==> src/hdl/bit_exec_defines.svh <==
// bit instruction encodings and field positions
`ifndef BIT_EXEC_DEFINES_SVH
`define BIT_EXEC_DEFINES_SVH
`define OPC_HI 11
`define OPC_LO 8
`define OPC_BIT_SET 4'h5
`define OPC_BIT_TEST_CLR 4'h6
`define BIT_HI 7
`define BIT_LO 5
`define ADDR_HI 4
`define ADDR_LO 0
`define INSTR_RESET 12'h000
`define DATA_RESET 8'h00
`define ADDR_RESET 5'h00
`endif

==> src/hdl/bit_exec_pkg.sv <==
// types shared by the bit instruction executor
package bit_exec_pkg;
    typedef logic [11:0] instr_type;
    typedef logic [7:0] data_type;
    typedef logic [4:0] faddr_type;
    typedef enum logic [1:0] {op_none_type, op_set_type, op_test_type} op_type;
endpackage

==> src/hdl/bit_decode_if.sv <==
// decoded fields passed from decoder to executor
interface bit_decode_if;
    import bit_exec_pkg::*;
    op_type op;
    logic [2:0] bit_sel;
    faddr_type addr;
    modport dec (output op, output bit_sel, output addr);
    modport exe (input op, input bit_sel, input addr);
endinterface

==> src/hdl/bit_set_and_test_skip_exec.sv <==
// executor for bit set and bit test skip if clear instructions
// Summary of operation
// - bit_set_instr writes a one into the chosen bit and keeps the other seven bits.
// - bit_test_skip_clear_instr reads the chosen bit and skips the next word only if zero.
// - a taken skip discards the prefetched word and runs no_operation instead.
// - the test takes one cycle when the bit is one and two when the skip is taken.
`include "bit_exec_defines.svh"
module bit_set_and_test_skip_exec (
    // clock and reset
    input wire clk,
    input wire rst_n,
    input wire clk_en,
    // instruction from fetch, valid each instruction cycle
    input wire bit_exec_pkg::instr_type instr,
    input wire instr_valid,
    // file register read port (combinational, addressed by rd_addr)
    output bit_exec_pkg::faddr_type rd_addr,
    input wire bit_exec_pkg::data_type rd_data,
    // file register write port
    output bit_exec_pkg::faddr_type wr_addr,
    output bit_exec_pkg::data_type wr_data,
    output logic wr_en,
    // pipeline control
    output logic skip_active,
    output logic executed_nop
);
    import bit_exec_pkg::*;
    bit_decode_if dcd ();
    logic skip_q;
    logic skip_d;
    logic do_exec;
    data_type set_value;
    // assertion helpers
    logic set_word;
    logic test_word;
    logic [2:0] bit_seen_q;
    faddr_type addr_seen_q;
    bit_instr_decode u_decode (
        .instr(instr),
        .squash(skip_q),
        .dec(dcd.dec)
    );
    // read address taken combinationally from the address field of instr
    assign rd_addr = instr[`ADDR_HI:`ADDR_LO];
    assign do_exec = clk_en && instr_valid;
    // per-bit merge: only the selected bit is forced high
    for (genvar i = 0; i < $bits(data_type); i++) begin : g_set_bit
        assign set_value[i] = rd_data[i] | (dcd.bit_sel == 3'(i));
    end
    // skip when tested bit clear; the squashed slot itself never skips
    assign skip_d = (dcd.op == op_test_type) && !rd_data[dcd.bit_sel];
    always_ff @(posedge clk or negedge rst_n) begin
        if (!rst_n) begin
            skip_q <= 1'b0;
        end else if (do_exec) begin
            skip_q <= skip_d;
        end
    end
    always_ff @(posedge clk or negedge rst_n) begin
        if (!rst_n) begin
            wr_en <= 1'b0;
            wr_addr <= `ADDR_RESET;
            wr_data <= `DATA_RESET;
        end else if (clk_en) begin
            wr_en <= instr_valid && (dcd.op == op_set_type);
            wr_addr <= dcd.addr;
            wr_data <= set_value;
        end
    end
    always_ff @(posedge clk or negedge rst_n) begin
        if (!rst_n) begin
            skip_active <= 1'b0;
            executed_nop <= 1'b0;
        end else if (clk_en) begin
            skip_active <= do_exec ? skip_d : skip_q;
            executed_nop <= do_exec && skip_q;
        end
    end

    // opcode of the present word, fields of the word at the last clk_en cycle, valid or not
    assign set_word = instr[`OPC_HI:`OPC_LO] == `OPC_BIT_SET;
    assign test_word = instr[`OPC_HI:`OPC_LO] == `OPC_BIT_TEST_CLR;
    always_ff @(posedge clk or negedge rst_n) begin
        if (!rst_n) begin
            bit_seen_q <= 3'h0;
            addr_seen_q <= `ADDR_RESET;
        end else if (clk_en) begin
            bit_seen_q <= instr[`BIT_HI:`BIT_LO];
            addr_seen_q <= instr[`ADDR_HI:`ADDR_LO];
        end
    end
endmodule // bit_set_and_test_skip_exec

==> src/hdl/bit_instr_decode.sv <==
// combinational field decoder for the two bit instructions
`include "bit_exec_defines.svh"
module bit_instr_decode (
    // instruction word and squash flag
    input wire bit_exec_pkg::instr_type instr,
    input wire squash,
    // decoded fields
    bit_decode_if.dec dec
);
    import bit_exec_pkg::*;
    logic [3:0] opc;
    assign opc = instr[`OPC_HI:`OPC_LO];
    always_comb begin
        dec.bit_sel = instr[`BIT_HI:`BIT_LO];
        dec.addr = instr[`ADDR_HI:`ADDR_LO];
        // squashed word decodes as no_operation
        if (squash) begin
            dec.op = op_none_type;
        end else if (opc == `OPC_BIT_SET) begin
            dec.op = op_set_type;
        end else if (opc == `OPC_BIT_TEST_CLR) begin
            dec.op = op_test_type;
        end else begin
            dec.op = op_none_type;
        end
    end
endmodule // bit_instr_decode

==> config.mk <==
export PLATFORM = sky130hd
export DESIGN_NAME = bit_set_and_test_skip_exec
export DESIGN_NICKNAME = d
export VERILOG_FILES = /design/src/hdl/bit_exec_pkg.sv /design/src/hdl/bit_decode_if.sv /design/src/hdl/bit_set_and_test_skip_exec.sv /design/src/hdl/bit_instr_decode.sv
export VERILOG_INCLUDE_DIRS = /design/src /design/src/hdl
export SDC_FILE = /design/constraint.sdc
export NUM_CORES = 1
export LEC_CHECK = 0
export BUFFER_PORTS_ARGS = -buffer_cell sky130_fd_sc_hd__buf_2
export CAP_MARGIN = 20
export CORE_MARGIN = 10
export CORE_UTILIZATION = 44
export CTS_CLUSTER_SIZE = 30
export DETAILED_ROUTE_END_ITERATION = 10
export MAX_ROUTING_LAYER = met4
export PLACE_DENSITY = 0.77
export SETUP_SLACK_MARGIN = 0.2
export SKIP_CTS_REPAIR_TIMING = 1
export SLEW_MARGIN = 20
export SYNTH_ARGS = -nofsm -noshare
export SYNTH_HDL_FRONTEND = slang
export SYNTH_HIERARCHICAL = 1
export SYNTH_SLANG_ARGS = --single-unit
==> constraint.sdc <==
create_clock -name clk -period 1.5 [get_ports clk]
set_input_delay 0 -clock clk [delete_from_list [all_inputs] [get_ports clk]]
set_output_delay 0 -clock clk [all_outputs]
set_load 0.01 [all_outputs]
Word-level counts from Yosys, hierarchy flattened
Cells that the tools add are included.

word-level totals
  word-level logic and storage cells = 38
  register bits after elaboration = 17
  output and inout port bits = 21
  input port bits = 24

cells by class
  multiplexer cells = 6
  bitwise operators = 8
  reduce and logical (&&, ||, !) cells = 6
  eq/ne operators = 11
  $lt $le $gt $ge = 1

operator list
  kind                                                                   number
  3-bit equality test, second input constant                             4
  4-bit by 3-bit equality test with 1-bit output, second input constant  2
  1-bit bitwise OR                                                       8
  3-bit by 2-bit equality test with 1-bit output, second input constant  2
  2-bit 2-to-1 mux                                                       3
  1-bit logical AND                                                      4
  3-bit by 4-bit < comparator with 1-bit output, second input constant   1
  1-bit binary-select mux with 3-bit select                              1
  3-bit by 1-bit equality test with 1-bit output, second input constant  1
  3-bit logical NOT                                                      1
  2-bit by 1-bit equality test with 1-bit output, second input constant  1
  2-bit equality test, second input constant                             1
  1-bit 2-to-1 mux                                                       2
  1-bit logical NOT                                                      1

Depth between registers and ports, before layout
Gate-level depths: netlist of the first run.

  depth in word-level cells = 7
  depth in mapped cells = 5
  depth with buffers taken out = 5

By module
Netlist of the first run, hierarchy kept.

modules (own cells, without submodules)
  module                      sequential area each (sq um)  instances  cells an instance  area an instance (sq um)
  bit_set_and_test_skip_exec  425.4                         1          78                 823.3
  bit_instr_decode            0.0                           1          11                 93.8

Worst setup path after synthesis of the first run
No wires, ideal clock.

  path kind = reg-to-reg
  start = register skip_q
  end = register wr_en
  slack = 0.169 ns
  data arrival time = 1.230 ns
  stages on the path, launching flop included = 5
  clock period less this slack = 1.331 ns
  setup time = 0.101 ns
  required time = 1.399 ns
  buffers on the path = 0
  cell sequence = dfrtp_1 -> or3b_1 -> nor3b_2 -> inv_1 -> o32ai_1

between the ends
  word-level cells in the longest chain between the ends = 3

RTL lines
  item                                            RTL line                          source
  from (decl)                                     bit_set_and_test_skip_exec.sv:29  logic skip_q;
  from (signal assigned)                          bit_set_and_test_skip_exec.sv:56  skip_q <= skip_d;
  2-bit 2-to-1 mux                                bit_instr_decode.sv:17            if (squash) begin
  named net dcd.op[0]                             bit_decode_if.sv:4                op_type op;
  2-bit by 1-bit equality test with 1-bit output  bit_set_and_test_skip_exec.sv:65  wr_en <= instr_valid && (dcd.op == op_set_type);
  1-bit logical AND                               bit_set_and_test_skip_exec.sv:65
  to (signal assigned)                            bit_set_and_test_skip_exec.sv:65
  to (decl)                                       bit_set_and_test_skip_exec.sv:22  output logic wr_en,

The timed path passes the listed nets, and every way through them passes these cells.
A chain may end at the register's enable or synchronous reset.

Final worst setup path of the first run
  start = register skip_q
  end = register skip_q

between the ends
  word-level cells in the longest chain between the ends = 4

RTL lines
  item                 RTL line                          source
  2-bit 2-to-1 mux     bit_instr_decode.sv:17
  named net dcd.op[1]  bit_decode_if.sv:4
  2-bit equality test  bit_set_and_test_skip_exec.sv:51  assign skip_d = (dcd.op == op_test_type) && !rd_data[dcd.bit_sel];
  1-bit logical AND    bit_set_and_test_skip_exec.sv:51
  1-bit 2-to-1 mux     n/a

The timed path passes the listed nets, and every way through them passes these cells.

==> results.ini, run 1 <==
[yosys]
synth_top_cell_by_area=dfrtp_1
synth_nets=113
synth.area.top_cells=dfrtp_1 46%, buf_4 11%, mux2_2 6.1%
synth_fa_ha_area_share_pct=0
synth_compound_area_share_pct=12.8
synth_seq_cells=17
netlist_area_um2=917
synth_cell_types=21
synth_top_family_by_area=buffers and inverters
synth-seq-area-share_pct=46.4
synth_top_area_share_pct=46.4
synthXorXnorAreaFrac_pct=0
yosys.area_share.simple_pct=10.1
synthCells=89
synthMuxAreaShare_pct=14.7
avgSynthCellArea_um2=10.3
yosys_warnings=6

[routing]
remaining_drc_errors=0
wl_met3_um=209
viasPerCell=5.05
dr_wl_met2_um=1060
first_pass_iters=4
top_layer=met4
totalWireLength_um=2350
met1_length_um=1060
first_iter_violations=27
wl_per_cell_um=15.1
num_vias=788
antenna_left=0

[grt]
overflow=0
grt_use_total_pct=10.0
grt_pass1_wl_um=3400
grt_antenna_before_repair=0
first_global_vias=810
grt_max_degree=29

[layout]
antenna_cells=0
area_delta_synth_final_pct=28.8
layout.area.seq_um2=425
fill_cells=188
multi_input_area_um2=355
drive_gt1_share_pct=47.3
final_net_count=154

[clock_tree]
cts_root_buf=clkbuf_4
cts.htree.levels=1
cts_tree=yes
clock_path_buffers=2
cts.sinks=17
clk_latency_ns=0.30
cts_buffers=3
cts.reportedPaths.clkPinSlew_ns=0.11

[placement]
io_buffers=44
dp_slack_ns=0.108
hpwl_um=1730
place.gp.congestion=0.734

[floorplanning]
rows=16
die_area_um2=4310
die_h_um=65.7
io_pins=45
initial_core_util_pct=46.7
die_x_um=65.7
coreArea_um2=1960

[timing]
finalMaxSlewViolations=0
rsz0062_at_grt=true
tns_ns=0
tightest_slew_ns=0.487
setup_ws_ns=0.0917
fmax_mhz=710
finalSetupViolCount=0
clock_skew_ns=0.00560
finalHoldViolCount=0
relSlewSlack_pct=67.5
fin_crit_sh_pct=93.9
layout_min_cycle_time_ns=1.41

[worst_setup_path]
crit_arrival_ns=1.64
crit_start=skip_q
cp_max_fo=4
path_class=register to register
r2r_slack_ns=0.09
crit_path_start_kind=register
required_ns=1.73
cp-end-kind=register
r2r_start=skip_q

[pwr]
ir_drop_uv=448
powerDensity_nw_per_um2=848
total_leakage_power_nw=0.568

[run]
drv_cap=0

[hold_path]
holdCritPathClass=input port to register
worstHoldStart=rd_data[6]

[run_status]
status=finished clean

## critical path, cell delays in order, from the launching register on
cell     delay, ns
dfrtp_1       0.42
or3b_4        0.40
nor3b_2       0.23
nand4_1       0.15
o21ai_1       0.14
## kinds of logic (layout without fill, tap and decap cells)
logic type,Yosys count,in the layout
AO/OA/AOI/OAI,21,21
buffers and inverters,24,64
flip-flops,17,17
multiplexers,10,10
AND/OR/NAND/NOR,17,17
## routing by layer
metal  track usage (%)  vias to the layer above
li1                  -                      375
met1              10.4                      359
met2              15.9                       48
met3              4.75                        6
met4              4.01                        0
met5                 -                        -
## registers in the layout, summed over array words and instances (netlist names)
register	flops
skip_active	1
executed_nop	1
skip_q	1
wr_en	1
wr_data	8
wr_addr	5
## per-stage QoR
step	util [%]	power, W	instance area, um2	hold slack [ns]	cells
6_report	60.2	0.00100	1180	0.00363	156
5_1_grt	60.2	0.00107	1180	0.00791	156
4_1_cts	55.2	0.000995	1080	-0.395	147
3_5_place_dp	53.7	0.000735	1050	-0.0595	143
3_3_place_gp	53.7	0.000727	1050	-0.0641	143
2_1_floorplan	-	0.000657	920	-0.296	89
## path summary, 6_finish.rpt
check                              to  depth (start not counted)
max in group asynchronous  wr_data[3]                          2
hold / removal             wr_data[6]                          3
setup reg to reg               skip_q                          4
setup / recovery               skip_q                          4
min in group asynchronous  wr_addr[4]                          2
hold reg to reg            wr_addr[2]                          1
## power breakdown
| part | leakage [nW] | switching (W) | internal (W) |
|---|---|---|---|
| logic | 0.353 | 0.000116 | 0.000115 |
| registers | 0.201 | 0.0000179 | 0.000495 |
| clock network | 0.0139 | 0.000157 | 0.000102 |
## Yosys cell counts
| cell type | instances |
|---|---|
| nand3_1 | 1 |
| or3b_1 | 1 |
| a31oi_1 | 7 |
| nor3b_2 | 2 |
| nor2b_1 | 1 |
| o21ai_1 | 2 |
| o21ai_0 | 1 |
| mux2_4 | 3 |
| dfrtp_1 | 17 |
| nor2_1 | 9 |
| nand2_1 | 2 |
| mux2_1 | 1 |
| clkbuf_1 | 3 |
| a21oi_1 | 10 |
| o32ai_1 | 1 |
| inv_1 | 7 |
| mux4_2 | 1 |
| buf_4 | 13 |
| nand4_1 | 1 |
| mux2_2 | 5 |
| buf_6 | 1 |
## cells in the final DEF (no fill, tap or decap), types with 3 or more instances in the layout
cell type,count
dlygate4sd3_1,9
dfrtp_1,17
a31oi_1,7
mux2_2,5
buf_2,44
mux2_4,3
a21oi_1,10
clkbuf_4,3
inv_1,7
nor2_1,9
## final cells by class
class                      count  area share, %
tap                           27           2.86
multi-input combinational     48           30.1
sequential                    17           36.0
clock inverter                 1          0.636
timing repair buffer          53           26.3
clock buffer                   3           1.91
inverter                       7           2.22
(Power assumes the default switching activity.)
==> run 2, diff against run 1 <==
Settings changed: CORE_UTILIZATION 44 to 43, SYNTH_HIERARCHICAL 1 to not set.
==> run 2 against run 1 <==
Net effect:
- routed wire length decreased by 7.8%
- design area decreased by 0.95%
- critical endpoint is now skip_active
- maximum frequency increased by 17%
- critical path type is now input port to register
==> results.ini, run 2 <==
[run_status]
status=finished clean

[yosys]
synth_top_area_share_pct=50.5  ; +4.1 points
synth_fa_ha_area_share_pct=0  ; unchanged
synth_top_family_by_area=multiplexers
synth.area.top_cells=dfrtp_1 51%, mux2_2 6.7%, a21oi_1 5.9%
synth_seq_cells=17  ; unchanged
synth_top_cell_by_area=dfrtp_1
netlist_area_um2=842  ; -8.2%
synth_cell_types=22  ; +4.8%
synth_nets=102  ; -9.7%
synth_edf_count=0  ; unchanged
yosys.area_share.simple_pct=9.21  ; -0.88 points
synth_compound_area_share_pct=13.2  ; +0.40 points
yosys_warnings=0  ; -6
synth_common_cells=17 x dfrtp_1, 10 x a21oi_1, 9 x nor2_1, 6 x a31oi_1, 6 x buf_4
synthCells=78  ; -12%
synthXorXnorAreaFrac_pct=0  ; unchanged
synthMuxAreaShare_pct=17.2  ; +2.5 points
ys_async_sr_fraction_pct=100  ; unchanged
avgSynthCellArea_um2=10.8  ; +4.8%
synthFlopType=dfrtp_1
synth-seq-area-share_pct=50.5  ; +4.1 points
synth.most_common_cell=dfrtp_1

[layout]
fin_area_um2=1170  ; -0.95%
final_common_cell=buf_2
multi_input_area_um2=342  ; -3.9%
antenna_cells=0  ; unchanged
area_delta_synth_final_pct=38.9
top_regs=wr_data: 8 flops, wr_addr: 5 flops
top_register=wr_data
final_cell_mix=44 x buf_2, 17 x dfrtp_1, 10 x a21oi_1, 9 x nor2_1, 9 x dlygate4sd3_1
final_net_count=153  ; -0.65%
fill_cells=145  ; -23%
largest_reg_flops=8  ; unchanged
drive_gt1_share_pct=47.7  ; +0.37 points
layout.area.seq_um2=425  ; unchanged

[clock_tree]
cts.htree.levels=1  ; unchanged
cts.reportedPaths.clkPinSlew_ns=0.10  ; about the same
cts.sinks=17  ; unchanged
clock_path_buffers=2  ; unchanged
clk_latency_ns=0.28  ; -0.02 ns
cts_buffers=3  ; unchanged
cts_root_buf=clkbuf_4
cts_tree=yes

[worst_setup_path]
critPathTopFamily=buffers and inverters
r2r-end=skip_active
crit_path_start_kind=input port
r2r_start=skip_q
path_cells=dlygate4sd3_1 > buf_2 > nand4b_1 > or4b_4 > o21ai_1
ff2ff_path_depth=2  ; -2
slowest_stage=dlygate4sd3_1
path_buf_inv=2  ; +2
crit_arrival_ns=1.42  ; -0.22 ns
cp_max_fo=4  ; unchanged
r2r_slack_ns=0.38  ; +0.29 ns
cp-end-kind=register
path_class=input port to register
max_stage_delay_ns=0.52  ; +0.10 ns
required_ns=1.72  ; about the same

[hold_path]
min_delay_path_depth=3  ; unchanged
min_to=wr_data[2]
holdCritPathClass=input port to register
worstHoldStart=rd_data[2]

[timing]
tns_ns=0  ; unchanged
finalHoldViolCount=0  ; unchanged
clock_skew_ns=0.00234  ; -0.00327 ns
tightest_slew_ns=0.377  ; -0.111 ns
layout_min_cycle_time_ns=1.20  ; -0.207 ns
fmax_mhz=833  ; +17%
rsz0062_at_grt=false
finalSetupViolCount=0  ; unchanged
finalMaxSlewViolations=0  ; unchanged
relSlewSlack_pct=74.9  ; +7.4 points
fin_crit_sh_pct=80.1  ; -14 points

[routing]
num_vias=722  ; -8.4%
remaining_drc_errors=0  ; unchanged
first_iter_violations=6  ; -78%
viasPerCell=4.72  ; -6.6%
first_pass_iters=4  ; unchanged
wl_per_cell_um=14.2  ; -6.0%
antenna_left=0  ; unchanged
totalWireLength_um=2170  ; -7.8%

[grt]
grt_antenna_before_repair=0  ; unchanged
first_global_vias=716  ; -12%
overflow=0  ; unchanged
grt_use_total_pct=10.8  ; +0.80 points
grt_pass1_wl_um=3490  ; +2.6%
grt_max_degree=27  ; -6.9%

[floorplanning]
initial_core_util_pct=47.2  ; +0.48 points
die_h_um=64.3  ; -2.1%
die_area_um2=4130  ; -4.2%
rows=15  ; -1
die_x_um=64.3  ; -2.1%
io_pins=45  ; unchanged
coreArea_um2=1780  ; -9.1%

[placement]
hpwl_um=1690  ; -1.9%
place.gp.congestion=0.787  ; +7.2%
io_buffers=44  ; unchanged
place_area_um2=1040  ; -1.5%

[run]
drv_cap=0  ; unchanged

[pwr]
ir_drop_uv=553  ; +23%
total_leakage_power_nw=0.584  ; +2.8%
powerDensity_nw_per_um2=838  ; -1.2%

## run 2: logic make-up (layout without fill, tap and decap cells)
logic type | Yosys count | after routing
simple gates | 16 | 16
flops | 17 | 17
mux | 11 | 11
buf+inv | 14 | 64
compound gates | 20 | 20
## run 2: worst reg2reg max path: stages, from the launching register on
cell and delay (ns):
dfrtp_1 0.41, or4b_4 0.53, o21ai_1 0.13
## run 2: worst max-delay path by stage
stage / from / endpoint / slack (ns) / cells after the start
floorplan: skip_q / skip_active / 0.28 / 2
global placement: skip_q / skip_active / 0.26 / 2
detailed placement: skip_q / skip_active / 0.23 / 2
CTS: skip_q / skip_active / 0.21 / 2
global route: instr_valid / skip_active / 0.26 / 5
finish: instr_valid / skip_active / 0.30 / 5
## run 2: final cells by class
cell class | count | area share (%)
flip-flops and latches | 17 | 36.4
multi-input cells | 47 | 29.2
repair buffers | 55 | 27.8
well taps | 25 | 2.67
clock buffers | 3 | 1.93
inverters | 5 | 1.60
clock inverters | 1 | 0.428
## run 2: report_power, final
part,internal [W],switching [W]
registers,0.000495,0.0000170
clock network,0.0000990,0.000142
logic,0.000115,0.000113
total,0.000709,0.000271
## run 2: layer usage
metal  wire length, um  track usage (%)  part of all wire, %
met1               834             11.8                   38
met2              1210             17.7                   56
met3                97             2.09                  4.5
met4                27             6.42                  1.2
met5                 0                -                    0
## run 2: stage by stage
stage	worst slack [ns]	hold WS [ns]	total power (W)	util [%]	std cells
final	0.299	0.000741	0.000980	65.6	153
after global routing	0.260	0.00615	0.00105	65.6	153
after CTS	0.213	-0.383	0.000969	59.7	143
after detailed placement	0.233	-0.0633	0.000730	58.2	139
after global placement	0.259	-0.0664	0.000724	58.2	139
after floorplan	0.277	-0.296	0.000636	-	78
==> run 3, diff against run 2 <==
Settings changed: ABC_AREA set to 1, CORE_UTILIZATION 43 to 39, PLACE_DENSITY 0.77 to 0.73.
Clock period 1.5 ns to 1.1 ns, I/O delays scaled along.
==> run 3 against run 2 <==
Net effect:
- the run now ends with negative hold slack left
- clock power increased by 37%
- largest power group unchanged
- highest routed layer unchanged
- non-clock buffer count increased by 1
- synthesized cell count increased by 44%
- critical path depth increased by 2
- global-route usage decreased by 0.38 points
- power increased by 37%
- first-iteration DRC count increased to 4.8 times the previous value
- routed wire length increased by 15%
- combinational power increased by 37%
==> results.ini, run 3 <==
[run_status]
violations=negative hold slack
status=complete, but fails checks

[layout]
final_common_cell=buf_2
top_register=wr_data
largest_reg_flops=8  ; unchanged
final_net_count=188  ; +23%
area_delta_synth_final_pct=37.7
fill_cells=235  ; +62%
top_regs=wr_data: 8 flops, wr_addr: 5 flops
drive_gt1_share_pct=36.8  ; -11 points
multi_input_area_um2=357  ; +4.4%
layout.area.seq_um2=425  ; unchanged
fin_util_pct=55.7  ; -10 points
antenna_cells=0  ; unchanged
final_cell_mix=44 x buf_2, 43 x nand2_1, 17 x dfrtp_1, 11 x nor2_1, 9 x dlygate4sd3_1

[yosys]
synth_common_cells=43 x nand2_1, 17 x dfrtp_1, 12 x nor2_1, 7 x a21oi_1
yosys_warnings=0  ; unchanged
synthMuxAreaShare_pct=0  ; -17 points
synth_edf_count=0  ; unchanged
synthCells=112  ; +44%
synth_cell_types=17  ; -23%
synth_fa_ha_area_share_pct=0  ; unchanged
synth_compound_area_share_pct=7.99  ; -5.2 points
synth_top_area_share_pct=48.5  ; -2.0 points
synth_seq_cells=17  ; unchanged
synth.area.top_cells=dfrtp_1 49%, nand2_1 18%, buf_4 5.1%
ys_async_sr_fraction_pct=100  ; unchanged
synth_nets=136  ; +33%
synthXorXnorAreaFrac_pct=0  ; unchanged
avgSynthCellArea_um2=7.83  ; -27%
synth-seq-area-share_pct=48.5  ; -2.0 points
synthFlopType=dfrtp_1
synth.most_common_cell=nand2_1
synth_top_cell_by_area=dfrtp_1
netlist_area_um2=877  ; +4.2%
synth_top_family_by_area=simple AND/OR/NAND/NOR gates
yosys.area_share.simple_pct=31.0  ; +22 points

[routing]
wl_met3_um=149  ; +54%
num_vias=883  ; +22%
remaining_drc_errors=0  ; unchanged
first_iter_violations=29  ; +23
dr_wl_met2_um=1190  ; -1.2%
met1_length_um=1120  ; +34%
first_pass_iters=4  ; unchanged
top_layer=met4
totalWireLength_um=2490  ; +15%
antenna_left=0  ; unchanged
wl_per_cell_um=13.0  ; -8.1%
viasPerCell=4.62  ; -2.0%

[floorplanning]
die_x_um=67.4  ; +4.9%
die_area_um2=4550  ; +10%
rows=17  ; +2
die_h_um=67.4  ; +4.9%
coreArea_um2=2170  ; +22%
io_pins=45  ; unchanged
initial_core_util_pct=40.4  ; -6.8 points

[clock_tree]
cts.htree.levels=1  ; unchanged
cts_tree=yes
cts_buffers=3  ; unchanged
cts.reportedPaths.clkPinSlew_ns=0.09  ; about the same
cts.sinks=17  ; unchanged
cts_root_buf=clkbuf_4
clk_latency_ns=0.28  ; about the same
clock_path_buffers=2  ; unchanged

[timing]
fmax_mhz=1040
rsz0062_at_grt=true
relSlewSlack_pct=74.5  ; -0.38 points
whs_ns=-0.00628  ; -0.00702 ns
finalSetupViolCount=0  ; unchanged
tightest_slew_ns=0.382  ; +0.00567 ns
layout_min_cycle_time_ns=0.959
fin_crit_sh_pct=87.2
tns_ns=0  ; unchanged
finalMaxSlewViolations=0  ; unchanged
clock_skew_ns=0.000499  ; -0.00184 ns
finalHoldViolCount=1  ; +1

[pwr]
total_leakage_power_nw=0.665  ; +14%
pwr-share-clk_pct=24.5  ; about the same
powerDensity_nw_per_um2=1110  ; +32%
power_frac_comb_pct=23.4  ; +0.2 points
p_seq_share_pct=52.1  ; about the same
swShare_pct=29.0  ; +1.3 points
switchingPower_w=0.000389  ; +43%
ir_drop_uv=649  ; +17%
p_int_w=0.000951  ; +34%

[grt]
first_global_vias=865  ; +21%
grt_max_degree=20  ; -26%
overflow=0  ; unchanged
grt_use_total_pct=10.4  ; -0.38 points
grt_antenna_before_repair=0  ; unchanged
grt_pass1_wl_um=3640  ; +4.2%

[worst_setup_path]
cp_max_fo=3  ; -1
crit_path_start_kind=register
cp-end-kind=register
required_ns=1.33  ; -0.39 ns
crit_arrival_ns=1.19  ; -0.23 ns
path_class=register to register

[run]
drv_cap=0  ; unchanged

[placement]
io_buffers=44  ; unchanged
hpwl_um=1850  ; +9.2%
place.gp.congestion=0.807  ; +2.5%

[hold_path]
holdCritPathClass=input port to register

## run 3: cell count changes after synthesis, sizes merged, moves of 2 or more
cell,previous run,this run
a31oi,6,1
a21oi,10,7
nand2,2,46
nand3,1,7
mux2,9,0
buf,7,9
nor2,9,12
inv,5,7
clkbuf,2,0
## run 3: path summary, 6_finish.rpt
| kind | start | end | slack [ns] | cells past startpoint |
|---|---|---|---|---|
| setup reg to reg | skip_q | skip_active | 0.14 | 7 |
| setup / recovery | skip_q | skip_active | 0.14 | 7 |
| min in group asynchronous | rst_n | wr_data[6] | 0.15 | 2 |
| hold reg to reg | wr_addr[0] | wr_addr[0] | 0.48 | 2 |
| hold / removal | rd_data[4] | wr_data[4] | -0.006 | 3 |
| max in group asynchronous | rst_n | skip_active | 0.68 | 2 |
## run 3: final cells by class
type | count | area share (%)
Timing Repair Buffer | 56 | 27.6
Multi-Input combinational cell | 79 | 29.5
Inverter | 7 | 2.59
Sequential cell | 17 | 35.2
Clock buffer | 4 | 2.18
Tap cell | 28 | 2.90
## run 3: layer usage
layer / vias up / GRT usage [%]
met5: - / -
met4: 0 / 3.08
met3: 5 / 3.31
met2: 35 / 17.2
met1: 395 / 11.9
li1: 448 / -
## run 3: kinds of logic after synthesis
| logic type | Yosys count |
|---|---|
| AO/OA/AOI/OAI | 13 |
| buffers and inverters | 16 |
| flip-flops | 17 |
| AND/OR/NAND/NOR | 66 |
## run 3: metrics by stage
stage          total power [W]  hold WS (ns)  cell area [um2]  std cells  setup slack [ns]
3_3_place_gp          0.000987       -0.0552             1060        176             0.171
6_report               0.00134      -0.00628             1210        191             0.141
4_1_cts                0.00132        -0.370             1090        180            0.0934
5_1_grt                0.00143        0.0165             1210        191            0.0743
3_5_place_dp          0.000995       -0.0556             1060        176             0.116
2_1_floorplan         0.000869        -0.296              877        112             0.204
## run 3: critical path, stage by stage, from the launching register on
cell	delay [ns]
dfrtp_1	0.42
inv_2	0.08
nand3_2	0.08
nor2_2	0.10
nand3_2	0.07
nand2_2	0.06
nand2_1	0.04
nand2_1	0.05
## run 3: power groups by stage
stage	clock network [W]	registers [W]	logic, W
2_1_floorplan	0	0.000735	0.000134
3_3_place_gp	0	0.000708	0.000280
3_5_place_dp	0	0.000710	0.000284
4_1_cts	0.000338	0.000699	0.000285
5_1_grt	0.000371	0.000705	0.000353
6_report	0.000329	0.000698	0.000313
